===== config.mk =====
export PLATFORM = sky130hd
export DESIGN_NAME = lbst_top
export DESIGN_NICKNAME = d
export VERILOG_FILES = /design/src/lbst_pkg.sv /design/src/lbst_top.sv /design/src/lbst_cksum.sv
export SDC_FILE = /design/constraint.sdc
export NUM_CORES = 1
export LEC_CHECK = 0
export BUFFER_PORTS_ARGS = -buffer_cell sky130_fd_sc_hd__buf_2
export CORE_ASPECT_RATIO = 0.9
export CORE_MARGIN = 2
export CORE_UTILIZATION = 34
export DETAILED_ROUTE_END_ITERATION = 8
export GPL_TIMING_DRIVEN = 0
export PLACE_DENSITY_LB_ADDON = 0.15
export SLEW_MARGIN = 25
export SYNTH_ARGS = -nofsm -noshare
export SYNTH_HDL_FRONTEND = slang
export SYNTH_SLANG_ARGS = --single-unit

===== constraint.sdc =====
create_clock -name pclk -period 2.9 [get_ports pclk]
set_input_delay 0.29 -clock pclk [delete_from_list [all_inputs] [get_ports pclk]]
set_output_delay 0.29 -clock pclk [all_outputs]
set_load 0.02 [all_outputs]

===== src/lbst_pkg.sv =====
package lbst_pkg;

   // =====================================================================
   // register map (byte addresses, one aligned word each)
   localparam logic [7:0] LBST_ADDR_CTL     = 8'h00;
   localparam logic [7:0] LBST_ADDR_CNT     = 8'h04;
   localparam logic [7:0] LBST_ADDR_FALLREG = 8'h08;
   localparam logic [7:0] LBST_ADDR_RISEREG = 8'h0c;
   localparam logic [7:0] LBST_ADDR_STAT    = 8'h10;
   localparam logic [7:0] LBST_ADDR_MASK    = 8'h14;
   localparam logic [7:0] LBST_ADDR_CKSUM   = 8'h18;

   // =====================================================================
   // control field positions
   localparam int LBST_CTL_ENA    = 0;
   localparam int LBST_CTL_LOW    = 1;
   localparam int LBST_CTL_ZERO   = 2;
   localparam int LBST_CTL_RCAP   = 3;
   localparam int LBST_CTL_FCAP   = 4;
   localparam int LBST_CTL_MATCH  = 5;
   localparam int LBST_CTL_BRK    = 6;
   localparam int LBST_CTL_WIDTH  = 7;

   // =====================================================================
   // event bit positions in status and mask
   localparam int LBST_EV_OVF   = 0;
   localparam int LBST_EV_FCAP  = 1;
   localparam int LBST_EV_MATCH = 2;
   localparam int LBST_EV_RCAP  = 3;
   localparam int LBST_EV_RISE  = 4;
   localparam int LBST_EV_FALL  = 5;
   localparam int LBST_EV_WIDTH = 6;

   // =====================================================================
   // checksum command bits (write to checksum register)
   localparam int LBST_CK_DATA  = 0;
   localparam int LBST_CK_CLEAR = 8;

   // =====================================================================
   // widths and reset values
   localparam int          LBST_CNT_W   = 16;
   localparam logic [15:0] LBST_CNT_MAX = 16'hffff;
   localparam logic [15:0] LBST_ZERO16  = 16'h0000;
   localparam logic [7:0]  LBST_CK_INIT = 8'h00;
   localparam logic [31:0] LBST_RD_ZERO = 32'h0000_0000;

   // =====================================================================
   // apb request bundle
   typedef struct packed {
      logic        sel;
      logic        enable;
      logic        write;
      logic [7:0]  addr;
      logic [31:0] wdata;
   } lbst_apb_req_type;

   typedef struct packed {
      logic                     ena;
      logic                     low;
      logic                     zero;
      logic                     rcap;
      logic                     fcap;
      logic                     match;
      logic                     break_force_bit;
   } lbst_ctl_type;

endpackage


===== src/lbst_top.sv =====
`timescale 1ns/100ps
`default_nettype none
// Contract
// - 16-bit counter counts on clock when enabled
// - overflow raises maskable interrupt
// - first register captures count on rx fall
// - compare mode flags match with running count
// - second register captures count on rx rise
// - separate maskable rise and fall interrupts
// - both select bits set means compare only
// - break bit forces transmit output low
// - checksum adds carry back, then inverts
// - classic data only, enhanced adds identifier
// - low-only option counts while rx low
// - zero-on-fall option clears count on fall while counter enabled
// - rise capture only when its enable set
module lbst_top
   import lbst_pkg::*;
(
   // clock and reset
   input  wire logic        pclk,
   input  wire logic        presetn,
   // apb slave
   input  wire logic        psel,
   input  wire logic        penable,
   input  wire logic        pwrite,
   input  wire logic [7:0]  paddr,
   input  wire logic [31:0] pwdata,
   output logic      [31:0] prdata,
   output logic             pready,
   output logic             pslverr,
   // lin line
   input  wire logic        rxd,
   input  wire logic        uart_txd,
   output logic             txd,
   // interrupt
   output logic             irq
);

   // =====================================================================
   // bus decode
   lbst_apb_req_type req;
   logic wr_en;
   logic rd_en;
   logic hit_ctl;
   logic hit_cnt;
   logic hit_fall;
   logic hit_rise;
   logic hit_stat;
   logic hit_mask;
   logic hit_ck;
   logic hit_any;

   assign req      = '{sel: psel, enable: penable, write: pwrite,
                       addr: paddr, wdata: pwdata};
   assign wr_en    = req.sel && req.enable && req.write;
   // read data is staged in the setup cycle, so it stands in access
   assign rd_en    = req.sel && !req.enable && !req.write;
   assign hit_ctl  = req.addr == LBST_ADDR_CTL;
   assign hit_cnt  = req.addr == LBST_ADDR_CNT;
   assign hit_fall = req.addr == LBST_ADDR_FALLREG;
   assign hit_rise = req.addr == LBST_ADDR_RISEREG;
   assign hit_stat = req.addr == LBST_ADDR_STAT;
   assign hit_mask = req.addr == LBST_ADDR_MASK;
   assign hit_ck   = req.addr == LBST_ADDR_CKSUM;
   assign hit_any  = hit_ctl | hit_cnt | hit_fall | hit_rise |
                     hit_stat | hit_mask | hit_ck;
   // zero wait states keeps software timing loops predictable
   assign pready   = 1'b1;
   assign pslverr  = req.sel && req.enable && !hit_any;

   // =====================================================================
   // control
   logic [LBST_CTL_WIDTH-1:0] ctl;
   lbst_ctl_type              c;

   assign c.ena   = ctl[LBST_CTL_ENA];
   assign c.low   = ctl[LBST_CTL_LOW];
   assign c.zero  = ctl[LBST_CTL_ZERO];
   assign c.rcap  = ctl[LBST_CTL_RCAP];
   assign c.fcap  = ctl[LBST_CTL_FCAP];
   assign c.match = ctl[LBST_CTL_MATCH];
   assign c.break_force_bit   = ctl[LBST_CTL_BRK];

   always_ff @(posedge pclk or negedge presetn) begin
      if (!presetn) begin
         ctl <= '0;
      end else if (wr_en && hit_ctl) begin
         ctl <= pwdata[LBST_CTL_WIDTH-1:0];
      end
   end

   // =====================================================================
   // receive edge detection (rxd synchronous to pclk)
   logic rx_prev;
   logic rx_fall;
   logic rx_rise;

   always_ff @(posedge pclk or negedge presetn) begin
      if (!presetn) begin
         rx_prev <= 1'b1;
      end else begin
         rx_prev <= rxd;
      end
   end

   assign rx_fall = rx_prev && !rxd;
   assign rx_rise = !rx_prev && rxd;

   // =====================================================================
   // timing counter
   logic [LBST_CNT_W-1:0] cnt;
   logic [LBST_CNT_W-1:0] next_cnt;
   logic                  cnt_step;
   logic                  cnt_ovf;
   logic                  cnt_wr;
   logic                  cnt_clr;

   // low-only option gates the step while the line idles high
   assign cnt_step = c.ena && (!c.low || !rxd);
   assign cnt_wr   = wr_en && hit_cnt;
   assign cnt_clr  = c.ena && c.zero && rx_fall;
   // a load or a zeroing in the wrap cycle is not an overflow
   assign cnt_ovf  = cnt_step && !cnt_wr && !cnt_clr &&
                     (cnt == LBST_CNT_MAX);
   assign next_cnt = cnt + 16'h0001;

   always_ff @(posedge pclk or negedge presetn) begin
      if (!presetn) begin
         cnt <= LBST_ZERO16;
      end else if (cnt_wr) begin
         cnt <= pwdata[LBST_CNT_W-1:0];
      end else if (cnt_clr) begin
         cnt <= LBST_ZERO16;
      end else if (cnt_step) begin
         cnt <= next_cnt;
      end
   end

   // =====================================================================
   // capture / compare registers
   logic [LBST_CNT_W-1:0] fall_reg;
   logic [LBST_CNT_W-1:0] rise_reg;
   logic                  cmp_mode;
   logic                  fall_cap;
   logic                  rise_cap;
   logic                  match_hit;

   // compare overrides capture when both selects are set
   assign cmp_mode  = c.match;
   assign fall_cap  = c.fcap && !cmp_mode && rx_fall;
   assign rise_cap  = c.rcap && rx_rise;
   assign match_hit = cmp_mode && c.ena && (cnt == fall_reg);

   always_ff @(posedge pclk or negedge presetn) begin
      if (!presetn) begin
         fall_reg <= LBST_ZERO16;
      end else if (fall_cap) begin
         fall_reg <= cnt;
      end else if (wr_en && hit_fall) begin
         fall_reg <= pwdata[LBST_CNT_W-1:0];
      end
   end

   always_ff @(posedge pclk or negedge presetn) begin
      if (!presetn) begin
         rise_reg <= LBST_ZERO16;
      end else if (rise_cap) begin
         rise_reg <= cnt;
      end
   end

   // =====================================================================
   // events, status and mask
   logic [LBST_EV_WIDTH-1:0] ev;
   logic [LBST_EV_WIDTH-1:0] stat;
   logic [LBST_EV_WIDTH-1:0] mask;
   logic [LBST_EV_WIDTH-1:0] clr;

   assign clr = (wr_en && hit_stat) ? pwdata[LBST_EV_WIDTH-1:0] : '0;

   assign ev[LBST_EV_OVF]   = cnt_ovf;
   assign ev[LBST_EV_FCAP]  = fall_cap;
   assign ev[LBST_EV_MATCH] = match_hit;
   assign ev[LBST_EV_RCAP]  = rise_cap;
   assign ev[LBST_EV_RISE]  = rx_rise;
   assign ev[LBST_EV_FALL]  = rx_fall;

   // write-one-to-clear; a new event in the same cycle wins
   genvar gi;
   generate
      for (gi = 0; gi < LBST_EV_WIDTH; gi++) begin : g_ev
         always_ff @(posedge pclk or negedge presetn) begin
            if (!presetn) begin
               stat[gi] <= 1'b0;
            end else if (ev[gi]) begin
               stat[gi] <= 1'b1;
            end else if (clr[gi]) begin
               stat[gi] <= 1'b0;
            end
         end
      end
   endgenerate

   always_ff @(posedge pclk or negedge presetn) begin
      if (!presetn) begin
         mask <= '0;
      end else if (wr_en && hit_mask) begin
         mask <= pwdata[LBST_EV_WIDTH-1:0];
      end
   end

   assign irq = |(stat & mask);

   // =====================================================================
   // break forcing on transmit
   // break length is purely software timed; no hardware minimum
   always_ff @(posedge pclk or negedge presetn) begin
      if (!presetn) begin
         txd <= 1'b1;
      end else begin
         txd <= uart_txd && !c.break_force_bit;
      end
   end

   // =====================================================================
   // checksum helper; software feeds identifier first for enhanced
   logic       ck_add;
   logic       ck_clear;
   logic [7:0] ck_sum;
   logic [7:0] ck_val;

   assign ck_add   = wr_en && hit_ck && !pwdata[LBST_CK_CLEAR];
   assign ck_clear = wr_en && hit_ck && pwdata[LBST_CK_CLEAR];

   lbst_cksum u_cksum (
      .pclk     (pclk),
      .presetn  (presetn),
      .clear    (ck_clear),
      .add      (ck_add),
      .byte_in  (pwdata[LBST_CK_DATA +: 8]),
      .sum      (ck_sum),
      .checksum (ck_val)
   );

   // =====================================================================
   // read data
   logic [31:0] rd_mux;

   assign rd_mux = hit_ctl  ? {25'h0, ctl} :
                   hit_cnt  ? {16'h0, cnt} :
                   hit_fall ? {16'h0, fall_reg} :
                   hit_rise ? {16'h0, rise_reg} :
                   hit_stat ? {26'h0, stat} :
                   hit_mask ? {26'h0, mask} :
                   hit_ck   ? {16'h0, ck_sum, ck_val} : LBST_RD_ZERO;

   always_ff @(posedge pclk or negedge presetn) begin
      if (!presetn) begin
         prdata <= LBST_RD_ZERO;
      end else if (rd_en) begin
         prdata <= rd_mux;
      end
   end
endmodule
`default_nettype wire


===== src/lbst_cksum.sv =====
`timescale 1ns/100ps
`default_nettype none
module lbst_cksum
   import lbst_pkg::*;
(
   // clock and reset
   input  wire logic       pclk,
   input  wire logic       presetn,
   // byte stream
   input  wire logic       clear,
   input  wire logic       add,
   input  wire logic [7:0] byte_in,
   // result
   output logic      [7:0] sum,
   output logic      [7:0] checksum
);

   // =====================================================================
   // end-around carry accumulator
   logic [8:0] raw_sum;
   logic [7:0] next_sum;

   assign raw_sum  = {1'b0, sum} + {1'b0, byte_in};
   // carry folded back in, never overflows again
   assign next_sum = raw_sum[7:0] + {7'h00, raw_sum[8]};
   assign checksum = ~sum;

   always_ff @(posedge pclk or negedge presetn) begin
      if (!presetn) begin
         sum <= LBST_CK_INIT;
      end else if (clear) begin
         sum <= LBST_CK_INIT;
      end else if (add) begin
         sum <= next_sum;
      end
   end
endmodule
`default_nettype wire


==> impl_results.md, run 1 <==
* CP Max Fanout at 2
* Critical path arrival at 3240 ps
* Main synth FF type: dfrtp_1
* Startpoint types: register
* Maxcap violations at 0
* HPWL Detailed at 12,500 microns
* Synth unique cells at 64
* Worst hold slack at around 78 ps
* Initial antenna violation count at 0
* DR iter-0 viols at between 500 and 600
* Vias at 4,786
* CTS Buffer Depth at 2
* Num CTS Buffers at 9
* Ys Warns at 0
* Post-layout min period at 2992 ps
* Register area at about 2300 sq um
* Fin nets at 715
* Reg2reg end: u_cksum.sum[7]$_DFFE_PN0P_
* Final core occ at 0.4103
* Clock power share at 0.378
* Internal power at about 2.1 mW
* PD cells at approximately 450 nW/um^2
* Mean post-synth cell area at roughly 9.5 sq um
* Routed WL at 16,960 microns
* Reg-to-Reg Start: u_cksum.sum[0]$_DFFE_PN0P_
* Wire per inst at 19.66 microns
* Port Buffers at between 40 and 50
* Root Buffer: clkbuf_16
* Initial Utilization at 0.3507
* Hold Path End: rx_prev$_DFF_PN1_
* Clock input transition at the sequential cells of the worst setup and hold paths at ~70 ps
* Placed inst area at 6082 sq um
* Via/cell ratio at 5.546
* P&R area growth vs syn at 17.01%
* CTS H-tree depth at 3
* Synth Instances at 575
* Final hold violations at 0
* Final std cells w/o fill at ~860
* VDD IR max at 259.2 uV
* Row count at 43
* Final instance area at 6402 sq um
* CP Capture Type: register
* Worst-Margin Slew at 802.7 ps
* Slew HR at 0.4649
* Fmax at around 0.33 GHz
* Placer Congestion at 0.9274
* First-pass iteration count of the detailed router at 7
* Flop-to-flop setup slack at -90 ps
* Place WS at -332.3 ps
* Post-route clock period utilization at 1.032
* Die H at 124.3 microns
* CP max stage cell: dfrtp_2
* Layout cell share with drive strength beyond 1 at 0.2209
* Violated checks: negative setup slack
* RSZ-0062 raised after global routing: yes
* Sw Share at 0.2774
* Final setup fails at 1
* Area of the core at 15,600 sq um
* First-pass GRT wire length at 26,120 microns
* Die Area at around 17,000 sq um
* Crit Path Class: register to register
* Seq/Total Area, Yosys at 0.4258
* Worst-skew pair later-pin latency at 350 ps
* Routed Antenna Nets at 0
* Crit-path leading delay family: compound AO/OA/AOI/OAI gates
* CP required at 3150 ps
* Asr flop ratio synth at 1.000
* Pwr Total at just under 3 mW
* Synthesized flop and latch total at 93
* P_leak at 2.980 nW
* Top-level port count at 83
* Comb power frac at 0.134
* Max Slew Vio Count at 0
* CP bufs+invs at 0
* Overall track demand over capacity in global routing at 0.2037
* Share of power burned in registers at 0.488
* Largest stage delay, worst path at 430 ps
* Highest-count cells in the layout ignoring fill and taps: 90 x dfrtp_1, 82 x nand2_1, 56 x buf_2
* Post-synth EDFFs at 0
* DRC Markers at 0
* Largest net degree at the start of global routing at 57
* Clock sink count at 93
* GRT overflow at 0
* CP cell instances: ha_4 -> fa_2 -> a211o_1 -> a211o_1 -> and2_1 -> o21ai_1 -> nand2b_1 -> ha_2 -> and3_4 -> and3_4 -> and4_1 -> xnor3_1 -> a22o_1
* Layout Skew at 9.122 ps
* NetSw at 0.8014 mW
* # diodes at 0
* Commonest non-fill, non-tap cell in the layout: dfrtp_1
* Synthesized area at 5471 sq um
* Die Width at about 140 microns
* Setup TNS at -92.30 ps
* Final worst slack at -92.30 ps
* Status: finished with violations
* Worst hold path class: primary input to register
* HP Start: rxd
* Vias in the first global route at 4,606
* # fillers at ~1,600
* Hold path depth at 1
* CTS tree: yes
* Placed cells at 841
* Area occupied by multi-input gates at a little under 3000 sq um
* Reg2reg path depth at 13
==> power groups by stage <==
stage          clock (mW)  combinational [mW]  sequential [mW]
3_3_place_gp            0               0.376             1.43
2_1_floorplan           0               0.204             1.45
6_report             1.09               0.388             1.41
3_5_place_dp            0               0.385             1.43
5_1_grt              1.16               0.426             1.42
4_1_cts              1.10               0.389             1.41
==> metal layers <==
layer	up-vias	GRT usage	share of wire
met5	-	0	0
met4	0	0.07443	0.027
met3	25	0.04111	0.068
met2	171	0.3082	0.46
met1	2367	0.2872	0.45
li1	2223	-	-
==> cell usage after synthesis, drive strengths merged (7+ instances only) <==
master | instances | share of area
nor2b | 10 | 0.011
a211o | 8 | 0.013
a21o | 8 | 0.011
buf | 30 | 0.037
a21oi | 26 | 0.024
nand3 | 14 | 0.013
xnor2 | 7 | 0.011
nand2 | 84 | 0.059
dfrtp | 91 | 0.42
ha | 11 | 0.025
nor3 | 11 | 0.013
a222oi | 14 | 0.026
o21ai | 44 | 0.040
mux2 | 27 | 0.056
xor2 | 20 | 0.032
nor2 | 32 | 0.022
clkbuf | 21 | 0.015
a31oi | 10 | 0.011
mux2i | 16 | 0.029
==> area by class of cell <==
| type | count | share of cell area |
|---|---|---|
| clock inverters | 2 | 0.001954 |
| well taps | 202 | 0.03948 |
| repair buffers | 55 | 0.05022 |
| inverters | 6 | 0.003518 |
| multi-input cells | 440 | 0.4585 |
| flip-flops and latches | 93 | 0.3641 |
| plain buffers | 51 | 0.04417 |
| clock buffers | 14 | 0.03811 |
==> kinds of logic (layout without fill, tap and decap cells) <==
family	after synthesis	count (layout)	share of synthesized area
buffers and inverters	57	128	0.05579
DFF	93	93	0.4258
AOI/OAI and AO/OA	150	150	0.1855
xor gates and xnor gates	28	28	0.04734
other	2	17	0.001373
and+or+nand+nor	190	190	0.1706
adders and majority gates	12	12	0.02881
muxes	43	43	0.08484
==> worst max path at each step <==
stage               slack, ps                    endpoint  depth (start not counted)                  startpoint
floorplan                 -70  u_cksum.sum[7]$_DFFE_PN0P_                         13  u_cksum.sum[0]$_DFFE_PN0P_
global placement         -300  u_cksum.sum[7]$_DFFE_PN0P_                         13  u_cksum.sum[0]$_DFFE_PN0P_
detailed placement       -330  u_cksum.sum[7]$_DFFE_PN0P_                         13  u_cksum.sum[0]$_DFFE_PN0P_
CTS                       -90  u_cksum.sum[7]$_DFFE_PN0P_                         13  u_cksum.sum[0]$_DFFE_PN0P_
global route             -190  u_cksum.sum[7]$_DFFE_PN0P_                         13  u_cksum.sum[0]$_DFFE_PN0P_
finish                    -90  u_cksum.sum[7]$_DFFE_PN0P_                         13  u_cksum.sum[0]$_DFFE_PN0P_
==> timing repair <==
action | 4_1_cts | 5_1_grt
hold buffers | 1 | 0
endpoints found under the hold margin | 36 | 0
setup endpoints to repair | 6 | 4
setup buffers | 4 | 1
resized for setup | 3 | 0
pin swaps | 4 | 2
No activity file was read; power rests on OpenSTA's default activity.
==> run 2, diff against run 1 <==
- PLACE_DENSITY_LB_ADDON: 0.15 -> not set
==> impl_results.md, run 2 (synthesis gave the netlist of run 1 again) <==
* Status: finished with violations
* Violated checks: negative setup slack
* CP Max Fanout at 2
* Routed WL at around 17,000 microns
* Comb power frac at 0.135
* CTS Buffer Depth at 2
* CP bufs+invs at 0
* Die Area at 17,120 sq um
* CP cell instances: ha_4 -> fa_2 -> a211o_1 -> a211o_1 -> and2_4 -> o21ai_2 -> nand2b_1 -> ha_2 -> and3_4 -> and3_4 -> and4_1 -> xnor3_1 -> a22o_1
* Fin nets at 718
* Port Buffers at 48
* Worst hold path class: primary input to register
* Crit Path Class: register to register
* Clock sink count at 93
* Layout Skew at 6.467 ps
* DR iter-0 viols at 460
* Post-route clock period utilization at 1.017
* Wire per inst at 19.08 microns
* Area of the core at approximately 16,000 sq um
* Fmax at 0.3392 GHz
* Initial antenna violation count at 0
* Worst hold slack at 65.56 ps
* Initial Utilization at 0.3507
* Critical path arrival at 3200 ps
* Worst-Margin Slew at 764.6 ps
* Routed Antenna Nets at 0
* Final hold violations at 0
* Num CTS Buffers at 9
* Overall track demand over capacity in global routing at 0.1966
* Crit-path leading delay family: compound AO/OA/AOI/OAI gates
* Clock input transition at the sequential cells of the worst setup and hold paths at 60 ps
* Die H at around 120 microns
* Row count at 43
* # diodes at 0
* Internal power at 2.136 mW
* Share of power burned in registers at 0.482
* First-pass iteration count of the detailed router at 7
* Highest-count cells in the layout ignoring fill and taps: 90 x dfrtp_1, 81 x nand2_1, 56 x buf_2
* Top-level port count at 83
* Final worst slack at -48.09 ps
* Vias in the first global route at around 4,500
* Largest stage delay, worst path at roughly 430 ps
* CP required at 3150 ps
* GRT overflow at 0
* First-pass GRT wire length at 25,430 microns
* Largest net degree at the start of global routing at 77
* NetSw at slightly below 0.8 mW
* Maxcap violations at 0
* Placer Congestion at 0.8955
* CTS tree: yes
* CP max stage cell: dfrtp_2
* Max Slew Vio Count at 0
* Die Width at 137.7 microns
* Sw Share at 0.2690
* Layout cell share with drive strength beyond 1 at 0.2319
* Clock power share at 0.383
* P_leak at a little over 3 nW
* Worst-skew pair later-pin latency at about 360 ps
* Startpoint types: register
* CTS H-tree depth at 3
* Root Buffer: clkbuf_16
* Commonest non-fill, non-tap cell in the layout: dfrtp_1
* Slew HR at 0.4831
* HPWL Detailed at 12,080 microns
* Setup TNS at -77.75 ps
* CP Capture Type: register
* DRC Markers at 0
* Post-layout min period at between 2000 and 3000 ps
* RSZ-0062 raised after global routing: yes
* Vias at 4,777
* Via/cell ratio at 5.516
* P&R area growth vs syn at 18.25%
* VDD IR max at ~350 uV
* Final setup fails at 2
* PD cells at roughly 450 nW/um^2
run 2: cell type report:
class	count	area, sq um
fillers	1552	9133
multi-input cells	440	2964
flip-flops and latches	93	2331
repair buffers	58	344.1
plain buffers	51	282.8
clock buffers	15	267.8
well taps	202	252.7
inverters	6	22.52
clock inverters	1	5.005
run 2: stage by stage:
stage | instances | power [mW] | cell area [sq um] | setup slack (ps) | util
after global routing | 866 | 3.052 | 6470 | -181.9 | 0.4147
after global placement | 840 | 1.800 | 6048 | -287.8 | 0.3877
after floorplan | 590 | 1.653 | 5555 | -67.38 | -
after detailed placement | 841 | 1.815 | 6082 | -279.8 | 0.3898
after CTS | 861 | 2.929 | 6389 | -49.64 | 0.4095
final | 866 | 2.923 | 6470 | -48.09 | 0.4147
run 2: repair_timing:
| action | CTS | global route |
|---|---|---|
| buffers inserted | 3 | 5 |
| pin swaps | 3 | 5 |
| setup endpoints to repair | 4 | 3 |
| hold endpoints to repair | 17 | 0 |
| gates resized for setup | 1 | 8 |
| hold buffers | 1 | 0 |
run 2: final timing paths:
check	start	end	slack [ps]	depth (start not counted)
max in group asynchronous	presetn	txd$_DFF_PN1_	1910	3
worst max-delay path	u_cksum.sum[0]$_DFFE_PN0P_	u_cksum.sum[7]$_DFFE_PN0P_	-50	13
worst min-delay path	rxd	rx_prev$_DFF_PN1_	70	1
worst max register to register	u_cksum.sum[0]$_DFFE_PN0P_	u_cksum.sum[7]$_DFFE_PN0P_	-50	13
min in group asynchronous	presetn	mask[0]$_DFFE_PN0P_	330	2
worst min register to register	ctl[6]$_DFFE_PN0P_	txd$_DFF_PN1_	410	1
run 2: metal layers:
layer | wire (microns) | global-route usage | up-vias
met5 | 0 | 0 | -
met4 | 425 | 0.06483 | 0
met3 | 1488 | 0.06024 | 30
met2 | 7494 | 0.2903 | 220
met1 | 7113 | 0.2735 | 2299
li1 | - | - | 2228
run 2: power groups by stage:
| stage | Combinational (mW) | Clock [mW] | Sequential [mW] |
|---|---|---|---|
| after global routing | 0.433 | 1.20 | 1.42 |
| final | 0.395 | 1.12 | 1.41 |
| after detailed placement | 0.384 | 0 | 1.43 |
| after global placement | 0.373 | 0 | 1.43 |
| after floorplan | 0.204 | 0 | 1.45 |
| after CTS | 0.387 | 1.13 | 1.41 |
